<file path="config.mk">
export PLATFORM = sky130hd
export DESIGN_NAME = cabe_core
export DESIGN_NICKNAME = d
export VERILOG_FILES = /design/src/core/cabe_alu.v /design/src/core/cabe_core.v
export VERILOG_INCLUDE_DIRS = /design/src /design/src/core
export SDC_FILE = /design/constraint.sdc
export NUM_CORES = 1
export LEC_CHECK = 0
export BUFFER_PORTS_ARGS = -buffer_cell sky130_fd_sc_hd__buf_2
export CAP_MARGIN = 20
export CORE_MARGIN = 1.5
export CORE_UTILIZATION = 45
export DETAILED_ROUTE_END_ITERATION = 8
export SYNTH_ARGS = -nofsm -noshare
export SYNTH_HDL_FRONTEND = slang
export SYNTH_SLANG_ARGS = --single-unit
</file>
<file path="constraint.sdc">
create_clock -name mclk_in -period 6.7 [get_ports mclk_in]
set_input_delay 0.335 -clock mclk_in [delete_from_list [all_inputs] [get_ports mclk_in]]
set_output_delay 0.335 -clock mclk_in [all_outputs]
set_load 0.03 [all_outputs]
</file>
<file path="src/core/cabe_regs.vh">
/*
 * cabe_regs.vh: instruction encodings, flag positions, flag masks and
 * cycle figures of the execution unit.
 * Assumes it is included by bare name from the core/ folder.
 */
`ifndef CABE_REGS_VH
`define CABE_REGS_VH

// ==========================================================
// major classes, instruction bits 15:12
`define CABE_MJ_RR_ARITH 4'h0
`define CABE_MJ_RR_LOGIC 4'h1
`define CABE_MJ_RR_CMP 4'h2
`define CABE_MJ_SUB_K 4'h3
`define CABE_MJ_SBC_K 4'h4
`define CABE_MJ_AND_K 4'h5
`define CABE_MJ_OR_K 4'h6
`define CABE_MJ_CMP_K 4'h7
`define CABE_MJ_CLR_K 4'h8
`define CABE_MJ_BRANCH 4'h9
`define CABE_MJ_RELATIVE_JUMP 4'ha
`define CABE_MJ_RELATIVE_SUBROUTINE_CALL 4'hb
`define CABE_MJ_BITS 4'hc
`define CABE_MJ_MISC 4'hd
`define CABE_MJ_LONG 4'he

// ==========================================================
// kinds of the bit class, bits 11:10
`define CABE_BK_REG_SKIP 2'h0
`define CABE_BK_IO_SKIP 2'h1
`define CABE_BK_IO_WRITE 2'h2
`define CABE_BK_WORD 2'h3

// ==========================================================
// functions of the misc class, bits 11:8
`define CABE_MF_POINTER_JUMP 4'h1
`define CABE_MF_POINTER_SUBROUTINE_CALL 4'h2
`define CABE_MF_RET 4'h3
`define CABE_MF_INTERRUPT_RETURN 4'h4
`define CABE_MF_SER 4'h5

// ==========================================================
// alu operations
`define CABE_ALU_ADD 3'h0
`define CABE_ALU_ADC 3'h1
`define CABE_ALU_SUB 3'h2
`define CABE_ALU_SBC 3'h3
`define CABE_ALU_AND 3'h4
`define CABE_ALU_OR 3'h5
`define CABE_ALU_EOR 3'h6

// ==========================================================
// status flag positions and update masks
`define CABE_FC 0
`define CABE_FZ 1
`define CABE_FN 2
`define CABE_FV 3
`define CABE_FS 4
`define CABE_FH 5
`define CABE_FT 6
`define CABE_FI 7
`define CABE_MASK_ARITH 8'h3f
`define CABE_MASK_LOGIC 8'h1e
`define CABE_MASK_WORD 8'h1f
`define CABE_FLAGS_RST 8'h00

// ==========================================================
// extra stall cycles beyond the first
`define CABE_XTRA_NONE 2'd0
`define CABE_XTRA_BR 2'd1
`define CABE_XTRA_JMP 2'd1
`define CABE_XTRA_CALL 2'd2
`define CABE_XTRA_RET 2'd3
`define CABE_XTRA_WORD 2'd1
`define CABE_XTRA_IOW 2'd1
`define CABE_XTRA_LONG 2'd1

// ==========================================================
// register indices and constants
`define CABE_ZL 5'd30
`define CABE_ZH 5'd31
`define CABE_WORD_BASE 5'd24
`define CABE_ALL_ONES 8'hff
`define CABE_PC_RST 16'h0000
`define CABE_IO_W 256

`endif

</file>
<file path="src/core/cabe_alu.v">
/*
 * cabe_alu.v: combinational 8-bit arithmetic and logic unit that
 * returns a result and a full status flag byte.
 * Assumes the caller merges only the flags it wants to update.
 */
`timescale 1ns/100ps
`default_nettype none
`include "cabe_regs.vh"

module cabe_alu (
	input wire [2:0] op_in,
	input wire [7:0] a_in,
	input wire [7:0] b_in,
	input wire [7:0] flags_in,
	output reg [7:0] res_out,
	output reg [7:0] flags_out
);

	wire cin;
	wire [8:0] sum;
	wire [8:0] dif;

	assign cin = (op_in == `CABE_ALU_ADC || op_in == `CABE_ALU_SBC) ?
		flags_in[`CABE_FC] : 1'b0;
	assign sum = {1'b0, a_in} + {1'b0, b_in} + {8'h00, cin};
	assign dif = {1'b0, a_in} - {1'b0, b_in} - {8'h00, cin};

	always @* begin
		flags_out = flags_in;
		res_out = 8'h00;
		case (op_in)
		`CABE_ALU_ADD, `CABE_ALU_ADC: begin
			res_out = sum[7:0];
			flags_out[`CABE_FC] = sum[8];
			flags_out[`CABE_FH] = (a_in[3] & b_in[3]) |
				(b_in[3] & ~sum[3]) | (~sum[3] & a_in[3]);
			flags_out[`CABE_FV] = (a_in[7] & b_in[7] & ~sum[7]) |
				(~a_in[7] & ~b_in[7] & sum[7]);
		end
		`CABE_ALU_SUB, `CABE_ALU_SBC: begin
			res_out = dif[7:0];
			flags_out[`CABE_FC] = dif[8];
			flags_out[`CABE_FH] = (~a_in[3] & b_in[3]) |
				(b_in[3] & dif[3]) | (dif[3] & ~a_in[3]);
			flags_out[`CABE_FV] = (a_in[7] & ~b_in[7] & ~dif[7]) |
				(~a_in[7] & b_in[7] & dif[7]);
		end
		`CABE_ALU_AND: begin
			res_out = a_in & b_in;
			flags_out[`CABE_FV] = 1'b0;
		end
		`CABE_ALU_OR: begin
			res_out = a_in | b_in;
			flags_out[`CABE_FV] = 1'b0;
		end
		`CABE_ALU_EOR: begin
			res_out = a_in ^ b_in;
			flags_out[`CABE_FV] = 1'b0;
		end
		default: begin
			res_out = 8'h00;
		end
		endcase
		// borrow chain keeps zero only if it was already zero
		if (op_in == `CABE_ALU_SBC)
			flags_out[`CABE_FZ] = (res_out == 8'h00) & flags_in[`CABE_FZ];
		else
			flags_out[`CABE_FZ] = (res_out == 8'h00);
		flags_out[`CABE_FN] = res_out[7];
		flags_out[`CABE_FS] = res_out[7] ^ flags_out[`CABE_FV];
	end

endmodule

`default_nettype wire

</file>
<file path="src/core/cabe_core.v">
/*
 * cabe_core.v: execution unit of an 8-bit core for arithmetic, logic,
 * compare, skip, jump, call, return, branch and I/O bit instructions.
 * Assumes program memory answers pmem_data_in combinationally in the
 * cycle pmem_addr_out is shown, and that io_bits_in and dbg_sel_in
 * come from logic on mclk_in.
 */
`timescale 1ns/100ps
`default_nettype none
`include "cabe_regs.vh"

module cabe_core #(
	parameter SP_W = 3
) (
	input wire mclk_in,
	input wire reset_in,
	input wire [15:0] pmem_data_in,
	input wire [`CABE_IO_W-1:0] io_bits_in,
	input wire [4:0] dbg_sel_in,
	output wire [15:0] pmem_addr_out,
	output reg exec_out,
	output reg [7:0] status_flags_out,
	output reg [4:0] io_addr_out,
	output reg [7:0] io_mask_out,
	output reg io_set_out,
	output reg io_clr_out,
	output reg [7:0] dbg_data_out
);

	localparam DEPTH = 1 << SP_W;
	localparam ST_EXEC = 2'd0;
	localparam ST_STALL = 2'd1;
	localparam ST_SKIP = 2'd2;
	localparam ST_LONG = 2'd3;

	// ==========================================================
	// state
	reg [15:0] pc;
	reg [1:0] state;
	reg [1:0] stall_cnt;
	reg [SP_W-1:0] sp;
	reg [7:0] rf [0:31];
	reg [15:0] rstk [0:DEPTH-1];
	integer i;

	// ==========================================================
	// decode fields
	wire [15:0] ir;
	wire [3:0] mj;
	wire [1:0] fn2;
	wire [4:0] rd;
	wire [4:0] rr;
	wire [4:0] rdi;
	wire [7:0] kimm;
	wire [4:0] wlo;
	wire [4:0] whi;
	wire [15:0] wval;
	wire [15:0] wres;
	wire [15:0] zptr;
	wire [SP_W-1:0] sp_top;

	assign ir = pmem_data_in;
	assign mj = ir[15:12];
	assign fn2 = ir[11:10];
	assign rd = ir[9:5];
	assign rr = ir[4:0];
	assign rdi = {1'b1, ir[11:8]};
	assign kimm = ir[7:0];
	assign wlo = `CABE_WORD_BASE + {2'b00, ir[7:6], 1'b0};
	assign whi = wlo | 5'd1;
	assign wval = {rf[whi], rf[wlo]};
	assign wres = ir[9] ? wval - {10'h000, ir[5:0]} :
		wval + {10'h000, ir[5:0]};
	assign zptr = {rf[`CABE_ZH], rf[`CABE_ZL]};
	assign sp_top = sp - 1'b1;
	assign pmem_addr_out = pc;

	// pc plus sign-extended offset plus one
	function [15:0] rel_target;
		input [15:0] p;
		input [11:0] k;
		begin
			rel_target = p + {{4{k[11]}}, k} + 16'h0001;
		end
	endfunction

	// ==========================================================
	// alu operand selection
	reg [2:0] alu_op;
	reg [7:0] alu_a;
	reg [7:0] alu_b;
	reg [7:0] flag_mask;
	reg alu_wr;
	reg [4:0] alu_wa;
	wire [7:0] alu_res;
	wire [7:0] alu_flags;
	wire [7:0] alu_merged;

	always @* begin
		alu_op = `CABE_ALU_ADD;
		alu_a = rf[rd];
		alu_b = rf[rr];
		flag_mask = 8'h00;
		alu_wr = 1'b0;
		alu_wa = rd;
		if (mj >= `CABE_MJ_SUB_K && mj <= `CABE_MJ_CLR_K) begin
			alu_a = rf[rdi];
			alu_b = kimm;
			alu_wa = rdi;
		end
		if (state == ST_EXEC) begin
			case (mj)
			`CABE_MJ_RR_ARITH: begin
				alu_op = {1'b0, fn2};
				alu_wr = 1'b1;
				flag_mask = `CABE_MASK_ARITH;
			end
			`CABE_MJ_RR_LOGIC: begin
				if (fn2 == 2'd3) begin
					alu_op = `CABE_ALU_SUB;
					flag_mask = `CABE_MASK_ARITH;
				end else begin
					// test is and with rd equal to rr
					alu_op = {1'b1, fn2};
					alu_wr = 1'b1;
					flag_mask = `CABE_MASK_LOGIC;
				end
			end
			`CABE_MJ_RR_CMP: begin
				if (fn2 == 2'd0) begin
					alu_op = `CABE_ALU_SBC;
					flag_mask = `CABE_MASK_ARITH;
				end
			end
			`CABE_MJ_SUB_K: begin
				alu_op = `CABE_ALU_SUB;
				alu_wr = 1'b1;
				flag_mask = `CABE_MASK_ARITH;
			end
			`CABE_MJ_SBC_K: begin
				alu_op = `CABE_ALU_SBC;
				alu_wr = 1'b1;
				flag_mask = `CABE_MASK_ARITH;
			end
			`CABE_MJ_AND_K: begin
				alu_op = `CABE_ALU_AND;
				alu_wr = 1'b1;
				flag_mask = `CABE_MASK_LOGIC;
			end
			`CABE_MJ_OR_K: begin
				alu_op = `CABE_ALU_OR;
				alu_wr = 1'b1;
				flag_mask = `CABE_MASK_LOGIC;
			end
			`CABE_MJ_CMP_K: begin
				alu_op = `CABE_ALU_SUB;
				flag_mask = `CABE_MASK_ARITH;
			end
			`CABE_MJ_CLR_K: begin
				alu_op = `CABE_ALU_AND;
				alu_b = `CABE_ALL_ONES - kimm;
				alu_wr = 1'b1;
				flag_mask = `CABE_MASK_LOGIC;
			end
			default: begin
				alu_wr = 1'b0;
			end
			endcase
		end
	end

	cabe_alu u_alu (
		.op_in(alu_op),
		.a_in(alu_a),
		.b_in(alu_b),
		.flags_in(status_flags_out),
		.res_out(alu_res),
		.flags_out(alu_flags)
	);

	assign alu_merged = (status_flags_out & ~flag_mask) |
		(alu_flags & flag_mask);

	// ==========================================================
	// branch condition and word flags
	reg flag_hit;
	reg [7:0] word_flags;
	wire br_go;

	always @* begin
		case (ir[10:8])
		`CABE_FC: flag_hit = status_flags_out[`CABE_FC];
		`CABE_FS: flag_hit = status_flags_out[`CABE_FN] ^
			status_flags_out[`CABE_FV];
		`CABE_FH: flag_hit = status_flags_out[`CABE_FH];
		`CABE_FT: flag_hit = status_flags_out[`CABE_FT];
		`CABE_FV: flag_hit = status_flags_out[`CABE_FV];
		`CABE_FI: flag_hit = status_flags_out[`CABE_FI];
		default: flag_hit = status_flags_out[ir[10:8]];
		endcase
	end

	// bit 11 selects the cleared form
	assign br_go = flag_hit ^ ir[11];

	always @* begin
		word_flags = status_flags_out;
		if (ir[9]) begin
			word_flags[`CABE_FV] = wval[15] & ~wres[15];
			word_flags[`CABE_FC] = wres[15] & ~wval[15];
		end else begin
			word_flags[`CABE_FV] = ~wval[15] & wres[15];
			word_flags[`CABE_FC] = ~wres[15] & wval[15];
		end
		word_flags[`CABE_FN] = wres[15];
		word_flags[`CABE_FZ] = (wres == 16'h0000);
		word_flags[`CABE_FS] = wres[15] ^ word_flags[`CABE_FV];
	end

	// ==========================================================
	// sequencing
	reg [15:0] next_pc;
	reg [1:0] next_state;
	reg [1:0] next_cnt;
	reg [7:0] next_flags;
	reg word_we;
	reg ser_we;
	reg push_en;
	reg pop_en;
	reg next_io_set;
	reg next_io_clr;

	always @* begin
		next_pc = pc + 16'h0001;
		next_state = ST_EXEC;
		next_cnt = `CABE_XTRA_NONE;
		next_flags = alu_merged;
		word_we = 1'b0;
		ser_we = 1'b0;
		push_en = 1'b0;
		pop_en = 1'b0;
		next_io_set = 1'b0;
		next_io_clr = 1'b0;
		case (state)
		ST_EXEC: begin
			case (mj)
			`CABE_MJ_RR_CMP: begin
				if (fn2 == 2'd1 && rf[rd] == rf[rr])
					next_state = ST_SKIP;
			end
			`CABE_MJ_BRANCH: begin
				if (br_go) begin
					next_pc = rel_target(pc, {{4{ir[7]}}, ir[7:0]});
					next_cnt = `CABE_XTRA_BR;
				end
			end
			`CABE_MJ_RELATIVE_JUMP: begin
				next_pc = rel_target(pc, ir[11:0]);
				next_cnt = `CABE_XTRA_JMP;
			end
			`CABE_MJ_RELATIVE_SUBROUTINE_CALL: begin
				next_pc = rel_target(pc, ir[11:0]);
				push_en = 1'b1;
				next_cnt = `CABE_XTRA_CALL;
			end
			`CABE_MJ_BITS: begin
				case (ir[11:10])
				`CABE_BK_REG_SKIP: begin
					if (rf[ir[8:4]][ir[2:0]] == ir[9])
						next_state = ST_SKIP;
				end
				`CABE_BK_IO_SKIP: begin
					if (io_bits_in[{ir[8:4], ir[2:0]}] == ir[9])
						next_state = ST_SKIP;
				end
				`CABE_BK_IO_WRITE: begin
					next_io_set = ir[9];
					next_io_clr = ~ir[9];
					next_cnt = `CABE_XTRA_IOW;
				end
				default: begin
					word_we = 1'b1;
					next_flags = word_flags;
					next_cnt = `CABE_XTRA_WORD;
				end
				endcase
			end
			`CABE_MJ_MISC: begin
				case (ir[11:8])
				`CABE_MF_POINTER_JUMP: begin
					next_pc = zptr;
					next_cnt = `CABE_XTRA_JMP;
				end
				`CABE_MF_POINTER_SUBROUTINE_CALL: begin
					next_pc = zptr;
					push_en = 1'b1;
					next_cnt = `CABE_XTRA_CALL;
				end
				`CABE_MF_RET, `CABE_MF_INTERRUPT_RETURN: begin
					next_pc = rstk[sp_top];
					pop_en = 1'b1;
					next_cnt = `CABE_XTRA_RET;
					if (ir[11:8] == `CABE_MF_INTERRUPT_RETURN)
						next_flags[`CABE_FI] = 1'b1;
				end
				`CABE_MF_SER: begin
					ser_we = 1'b1;
				end
				default: begin
					ser_we = 1'b0;
				end
				endcase
			end
			`CABE_MJ_LONG: begin
				next_state = ST_LONG;
			end
			default: begin
				next_state = ST_EXEC;
			end
			endcase
			if (next_cnt != `CABE_XTRA_NONE)
				next_state = ST_STALL;
		end
		ST_STALL: begin
			next_pc = pc;
			next_cnt = stall_cnt - 2'd1;
			if (stall_cnt != 2'd1)
				next_state = ST_STALL;
		end
		ST_SKIP: begin
			// a two-word victim costs one more cycle
			if (mj == `CABE_MJ_LONG) begin
				next_pc = pc + 16'h0002;
				next_cnt = `CABE_XTRA_LONG;
				next_state = ST_STALL;
			end
		end
		default: begin
			next_pc = ir;
			next_cnt = `CABE_XTRA_LONG;
			next_state = ST_STALL;
		end
		endcase
	end

	// ==========================================================
	// registers
	always @(posedge mclk_in) begin
		if (reset_in) begin
			pc <= `CABE_PC_RST;
			state <= ST_EXEC;
			stall_cnt <= `CABE_XTRA_NONE;
			sp <= {SP_W{1'b0}};
			exec_out <= 1'b1;
			status_flags_out <= `CABE_FLAGS_RST;
			io_addr_out <= 5'h00;
			io_mask_out <= 8'h00;
			io_set_out <= 1'b0;
			io_clr_out <= 1'b0;
			dbg_data_out <= 8'h00;
			for (i = 0; i < 32; i = i + 1)
				rf[i] <= 8'h00;
			for (i = 0; i < DEPTH; i = i + 1)
				rstk[i] <= 16'h0000;
		end else begin
			pc <= next_pc;
			state <= next_state;
			stall_cnt <= next_cnt;
			exec_out <= (next_state == ST_EXEC);
			status_flags_out <= next_flags;
			if (alu_wr)
				rf[alu_wa] <= alu_res;
			if (ser_we)
				rf[{1'b1, ir[7:4]}] <= `CABE_ALL_ONES;
			if (word_we) begin
				rf[wlo] <= wres[7:0];
				rf[whi] <= wres[15:8];
			end
			if (push_en) begin
				rstk[sp] <= pc + 16'h0001;
				sp <= sp + 1'b1;
			end
			if (pop_en)
				sp <= sp_top;
			io_set_out <= next_io_set;
			io_clr_out <= next_io_clr;
			if (next_io_set | next_io_clr) begin
				io_addr_out <= ir[8:4];
				io_mask_out <= 8'h01 << ir[2:0];
			end
			dbg_data_out <= rf[dbg_sel_in];
		end
	end

endmodule

`default_nettype wire

</file>
Yosys cells after proc, flatten, opt, wreduce, memory -nomap -nowiden

Memory sizes are Yosys's and may differ from the RTL's. A register that Yosys moved wholly into a read port is not among the register bits.
Cells that the tools add are included.
Widths: inputs -> output; s select.

Add/subtract/negate cells: 17
$lt $le $gt $ge: 5
Equality and inequality tests: 40
Shift-type cells: 1
Multiplexer cells: 107
Bitwise logic cells: 44
Reductions and logical operators: 31

Operators by type and width:

| kind                  | number |
|---|---|
| $pmux 16 s3           | 2 |
| $mux 8                | 10 |
| $mux 16               | 4 |
| $mux 1                | 51 |
| $add 16x1->16 const B | 3 |
| $pmux 8 s5            | 1 |
| $add 16x16->16        | 2 |
| $pmux 16 s2           | 1 |
| $reduce_or 8->1       | 4 |
| $eq 4x4->1 const B    | 7 |
| $mux 5                | 5 |
| $and 8x8->8           | 3 |
| $eq 4x3->1 const B    | 6 |
| $pmux 2 s3            | 4 |
| $pmux 6 s4            | 1 |
| $eq 3x3->1 const B    | 7 |
| $pmux 3 s7            | 1 |
| $mux 6                | 3 |
| $and 1x1->1           | 17 |
| $add 16x2->16 const B | 1 |
| $add 16x6->16         | 1 |
| $eq 4x2->1 const B    | 4 |
| $logic_not 16->1      | 1 |
| $or 8x8->8            | 2 |
| other kinds (51)      | 104 |

Register bits after elaboration: 47
Bits in writable memories: 384
Memories kept: 2

Memories:

| memory | depth | width | rd ports | clocked after Yosys merged registers in | write ports | RTL line       | RTL |
|---|---|---|---|---|---|---|---|
| rf     | 32    | 8     | 9        | 1                                       | 32          | cabe_core.v:42 | `reg [7:0] rf [0:31];` |
| rstk   | 8     | 16    | 1        | 0                                       | 8           | cabe_core.v:43 | `reg [15:0] rstk [0:DEPTH-1];` |

Logic depth before layout (Yosys ltp)

Depth after elaboration: 19
Depth in mapped cells: 26
Gate-level depth less buffers: 20

By module

A second synthesis with hierarchy kept.

Cells, all modules: 2,917
Area total of the unflattened synthesis: 33,985.1 um^2

Modules (own cells, without submodules):

| module    | instances | cells each | area an instance (um^2) |
|---|---|---|---|
| cabe_core | 1         | 2,720      | 32,494.9 |
| cabe_alu  | 1         | 197        | 1,490.2 |

Worst setup path before layout

No wires, ideal clock.

Kind: input -> register
From: in pmem_data_in[9]
To: reg status_flags_out[1]
Setup time: 62 ps
Arrival: 5,453 ps
Required time: 6,638 ps
Setup slack: 1,185 ps
Stages on the path: 22
Buffers on the path: 5
Path through: buf_2 -> clkbuf_1 -> buf_1 -> buf_2 -> clkbuf_1 -> mux4_2 -> mux4_2 -> nand2_1 -> o21ai_0 -> inv_1 -> fa_1 -> inv_1 -> fa_1 -> a21o_1 -> a21oi_1 -> o21bai_1 -> a21oi_1 -> xnor2_1 -> o221ai_1 -> or4_1 -> or4_1 -> nand3_1

Longest elaborated chain between the ends: 13

Ends and longest elaborated chain:

| element                                    | RTL line                     | RTL |
|---|---|---|
| from (decl)                                | cabe_core.v:17               | `input wire [15:0] pmem_data_in,` |
| $mem_v2 32x8                               | -                            |  |
| $mux 8                                     | cabe_core.v:106              | `` if (mj >= `CABE_MJ_SUB_K && mj <= `CABE_MJ_CLR_K) begin `` |
| $sub 8x8->9 or $add 8x8->9 (tied branches) | cabe_alu.v:26, cabe_alu.v:25 |  |
| $sub 9x1->9 or $add 9x1->9 (tied branches) | cabe_alu.v:26, cabe_alu.v:25 |  |
| $pmux 8 s5                                 | cabe_alu.v:31                | `case (op_in)` |
| $logic_not 8->1                            | cabe_alu.v:66, cabe_alu.v:68 |  |
| $and 1x1->1                                | cabe_alu.v:66                | `` flags_out[`CABE_FZ] = (res_out == 8'h00) & flags_in[`CABE_FZ]; `` |
| $mux 1                                     | cabe_alu.v:65                | `` if (op_in == `CABE_ALU_SBC) `` |
| $and 8x8->8                                | cabe_core.v:182              | `(alu_flags & flag_mask);` |
| $or 8x8->8                                 | cabe_core.v:181              | `assign alu_merged = (status_flags_out & ~flag_mask) \|` |
| $mux 8                                     | cabe_core.v:267              | `case (ir[11:10])` |
| $mux 7                                     | cabe_core.v:246              | `case (mj)` |
| $mux 8 *                                   | cabe_core.v:244              | `case (state)` |
| to (signal assigned)                       | cabe_core.v:355              | `` status_flags_out <= `CABE_FLAGS_RST; `` |
| to (signal assigned)                       | cabe_core.v:370              | `status_flags_out <= next_flags;` |
| to (decl)                                  | cabe_core.v:22               | `output reg [7:0] status_flags_out,` |

Every way passes the cells marked *; elsewhere a longest branch is shown, timed or not. The select of a mux whose other input is x is not followed.
A chain may end at the register's enable or synchronous reset.

==> flow_metrics.py <==
metrics = {
    "synth": {
        "ys_seq_area_frac": 0.374,
        "yosysTopAreaCell": "edfxtp_1",
        "ys.flop_type": "edfxtp_1",
        "async_reset_ff_frac": 0,
        "synthTopCellsByArea": "edfxtp_1 34%, mux4_2 26%, nor2_1 5.3%",
        "synth.distinct_cells": 92,
        "yosys.area.top_type_share": 0.342,
        "syn_inst": 2890,
        "syn_avg_cell_area_um2": 11.7,
        "yosysWarnings": 0,
        "synth_common_cells": "480 x nor2_1, 384 x edfxtp_1, 383 x mux4_2, 180 x nand2_1, 130 x a21oi_1",
        "synth.ff_latch_count": 438,
        "yosysMostFrequentCell": "nor2_1",
        "synth_edf_count": 384,
        "syn_nets": 3255,
        "syn_area_um2": 33700,
    },
    "power_and_ir_drop": {
        "total_power_mw": 8.79,
        "power_frac_clock": 0.313,
        "leakage_nw": 14.0,
        "switching_share": 0.360,
        "powerDensity_nw_per_um2": 233,
        "cellInternalPower_mw": 5.63,
        "pwr-share-seq": 0.371,
        "peakVddDrop_uv": 214,
        "switchingPower_mw": 3.16,
        "power_frac_comb": 0.315,
    },
    "sta": {
        "holdWs_ns": 0.173,
        "fin_crit_ns": 5.47,
        "period_share": 0.816,
        "clock_skew_ns": 0.0515,
        "finalHoldViolations": 0,
        "maxSlewHeadroom": 0.215,
        "rsz0062_at_grt": "false",
        "setup_viol": 0,
        "fin_tns_setup_ns": 0,
        "max_freq_ghz": 0.183,
        "final_max_slew_viol_count": 0,
        "worst_slew_pin_slew_ns": 1.17,
    },
    "routing": {
        "drt_wl_total_um": 138000,
        "drc_errors": 0,
        "vias": 29000,
        "drt_first_pass_iters": 6,
        "drt_iter0_markers": 4241,
        "vias_per_cell": 7.02,
        "wl_per_cell_um": 33.5,
        "ant_nets": 0,
    },
    "clocking": {
        "cts_buffers": 49,
        "post_cts_buffers": 0,
        "clock-root-buffer": "clkbuf_16",
        "cts_tree": "built",
        "cts_hold_buf": 0,
        "clk_latency_ns": 0.64,
        "clk_pin_slew_ns": 0.07,
        "clk_path_buf_depth": 3,
        "cts_sinks": 438,
        "htreeDepth": 2,
        "cts_resized": 0,
    },
    "layout": {
        "drive_gt1_frac": 0.294,
        "area_delta_synth_final_pct": 12.0,
        "instances_no_fill": 4127,
        "nets": 3480,
    },
    "setup_path": {
        "slowest_stage": "nor2b_1",
        "required_ns": 7.04,
        "crit_type": "input port to flip-flop",
        "path_max_fanout": 40,
        "timing.rr.start": "rf[0][4]",
        "end_kind": "flip-flop",
        "reg2reg_depth": 17,
        "r2r_end": "rf[25][7]",
        "max_stage_delay_ns": 0.73,
        "arrival_ns": 5.80,
        "cp_cell_sequence": "buf_4, nor2b_1, a22oi_1, nand3_1, nand4_1, a221oi_1, inv_1, ha_1, ha_1, a21o_1, a21oi_1, nor2_1, nor2_1, xnor2_1, mux2i_1, o221ai_2, o22ai_2, buf_4, o22ai_1",
        "reg2reg_slack_ns": 1.26,
        "start_kind": "input port",
    },
    "floorplan": {
        "start_util": 0.453,
        "num_rows": 100,
        "core_um2": 74300,
        "die_h_um": 277,
        "die_width_um": 277,
        "design.die.area_um2": 76500,
        "io_pins": 327,
    },
    "run": {
        "maxCapViolations": 0,
    },
    "global_route": {
        "grt_use_total": 0.355,
        "grt_max_degree": 75,
        "grt_pass1_wl_um": 198000,
        "grt_antenna_before_repair": 7,
        "grt_overflow": 0,
        "grt_pass1_vias": 27600,
    },
    "place": {
        "io_buffers": 325,
        "gp_congestion": 1.03,
        "hpwl_um": 103000,
        "place_inst": 4032,
    },
    "outcome": {
        "status": "finished, final reports clean",
    },
    "hold_path": {
        "holdPathEnd": "io_addr_out[4]",
        "min_path_type": "input port to flip-flop",
        "worstHoldStart": "pmem_data_in[8]",
        "whs_path_depth": 3,
    },
}
## state kept, by name, indices dropped and copies added, names as in the netlist
register / count
dbg_data_out: 8
exec_out: 1
io_addr_out: 5
io_clr_out: 1
io_mask_out: 8
io_set_out: 1
pmem_addr_out: 16
rf: 256
rstk: 128
sp: 3
stall_cnt: 2
state: 2
status_flags_out: 7
## critical path, delay by kind of cell
family                   cells  cell delay, ns
buffers and inverters        3            1.23
AND/OR/NAND/NOR              5            1.41
adder cells (fa/ha/maj)      2            0.62
AO/OA/AOI/OAI                7            1.76
multiplexers                 1            0.26
XOR/XNOR                     1            0.08
## cell families (layout without fill, tap and decap cells)
logic type	after synthesis	after routing	synth area share
mux	517	517	0.299
other cells	1	3	0.000111
xor+xnor	76	76	0.0198
flops	438	438	0.374
buf+inv	294	560	0.0424
compound gates	510	510	0.100
fa+ha+maj	86	86	0.0335
simple gates	968	968	0.131
## cell type report
cell class	instances	area [um^2]
Tap cell	969	1210
Clock buffer	59	1270
Clock inverter	33	357
Fill cell	6550	36600
Inverter	58	218
Antenna cell	2	5.00
Timing Repair Buffer	410	2340
Multi-Input combinational cell	2158	19700
Sequential cell	438	12600
## cell usage in the layout (no fill, tap or decap), types with 34 or more instances in the layout
cell / netlist / layout
buf_4: 18 / 87
nand3_1: 50 / 50
nand2_1: 180 / 180
o22ai_1: 61 / 57
xnor2_1: 44 / 44
a22oi_1: 80 / 80
nand2b_1: 65 / 65
nor2_1: 480 / 479
mux2i_1: 112 / 112
edfxtp_1: 384 / 384
clkbuf_16: 0 / 49
dfxtp_1: 54 / 53
o21ai_0: 67 / 66
buf_2: 61 / 316
a21oi_1: 130 / 130
nor3_1: 40 / 39
ha_1: 79 / 79
inv_1: 55 / 55
mux4_2: 383 / 383
nor2b_1: 37 / 34
## metrics by stage
step	setup WS, ns	utilization	area, um^2
6_report	1.23	0.508	37700
5_1_grt	1.05	0.508	37700
4_1_cts	1.38	0.508	37700
3_5_place_dp	0.800	0.486	36100
3_3_place_gp	0.894	0.485	36100
2_1_floorplan	1.18	-	33700
## power groups by stage
stage / Clock (mW) / Sequential (mW) / Combinational (mW)
global placement: 0 / 3.30 / 2.66
floorplan: 0 / 3.25 / 1.71
finish: 2.75 / 3.26 / 2.77
CTS: 2.78 / 3.25 / 2.70
detailed placement: 0 / 3.30 / 2.68
global route: 2.89 / 3.27 / 2.90
## layer usage
metal | part of all wire | GRT usage | wire length, um | vias to the layer above
met4 | 0.046 | 0.137 | 6390 | 10
met1 | 0.38 | 0.486 | 51900 | 14500
met3 | 0.15 | 0.122 | 20300 | 352
li1 | - | - | - | 11800
met5 | 0.00049 | 0 | 67 | -
met2 | 0.43 | 0.522 | 59400 | 2359
## how the worst max path moves through the flow
stage,cells after the start,slack (ns),to,startpoint
global route,17,1.05,status_flags_out[1],rf[31][0]
finish,19,1.23,rf[25][7],pmem_data_in[1]
global placement,18,0.89,rf[25][7],pmem_data_in[0]
CTS,17,1.38,rf[25][7],rf[31][3]
detailed placement,19,0.80,rf[29][7],pmem_data_in[1]
floorplan,22,1.18,status_flags_out[1],pmem_data_in[9]
Power figures use the tool's default switching activity.
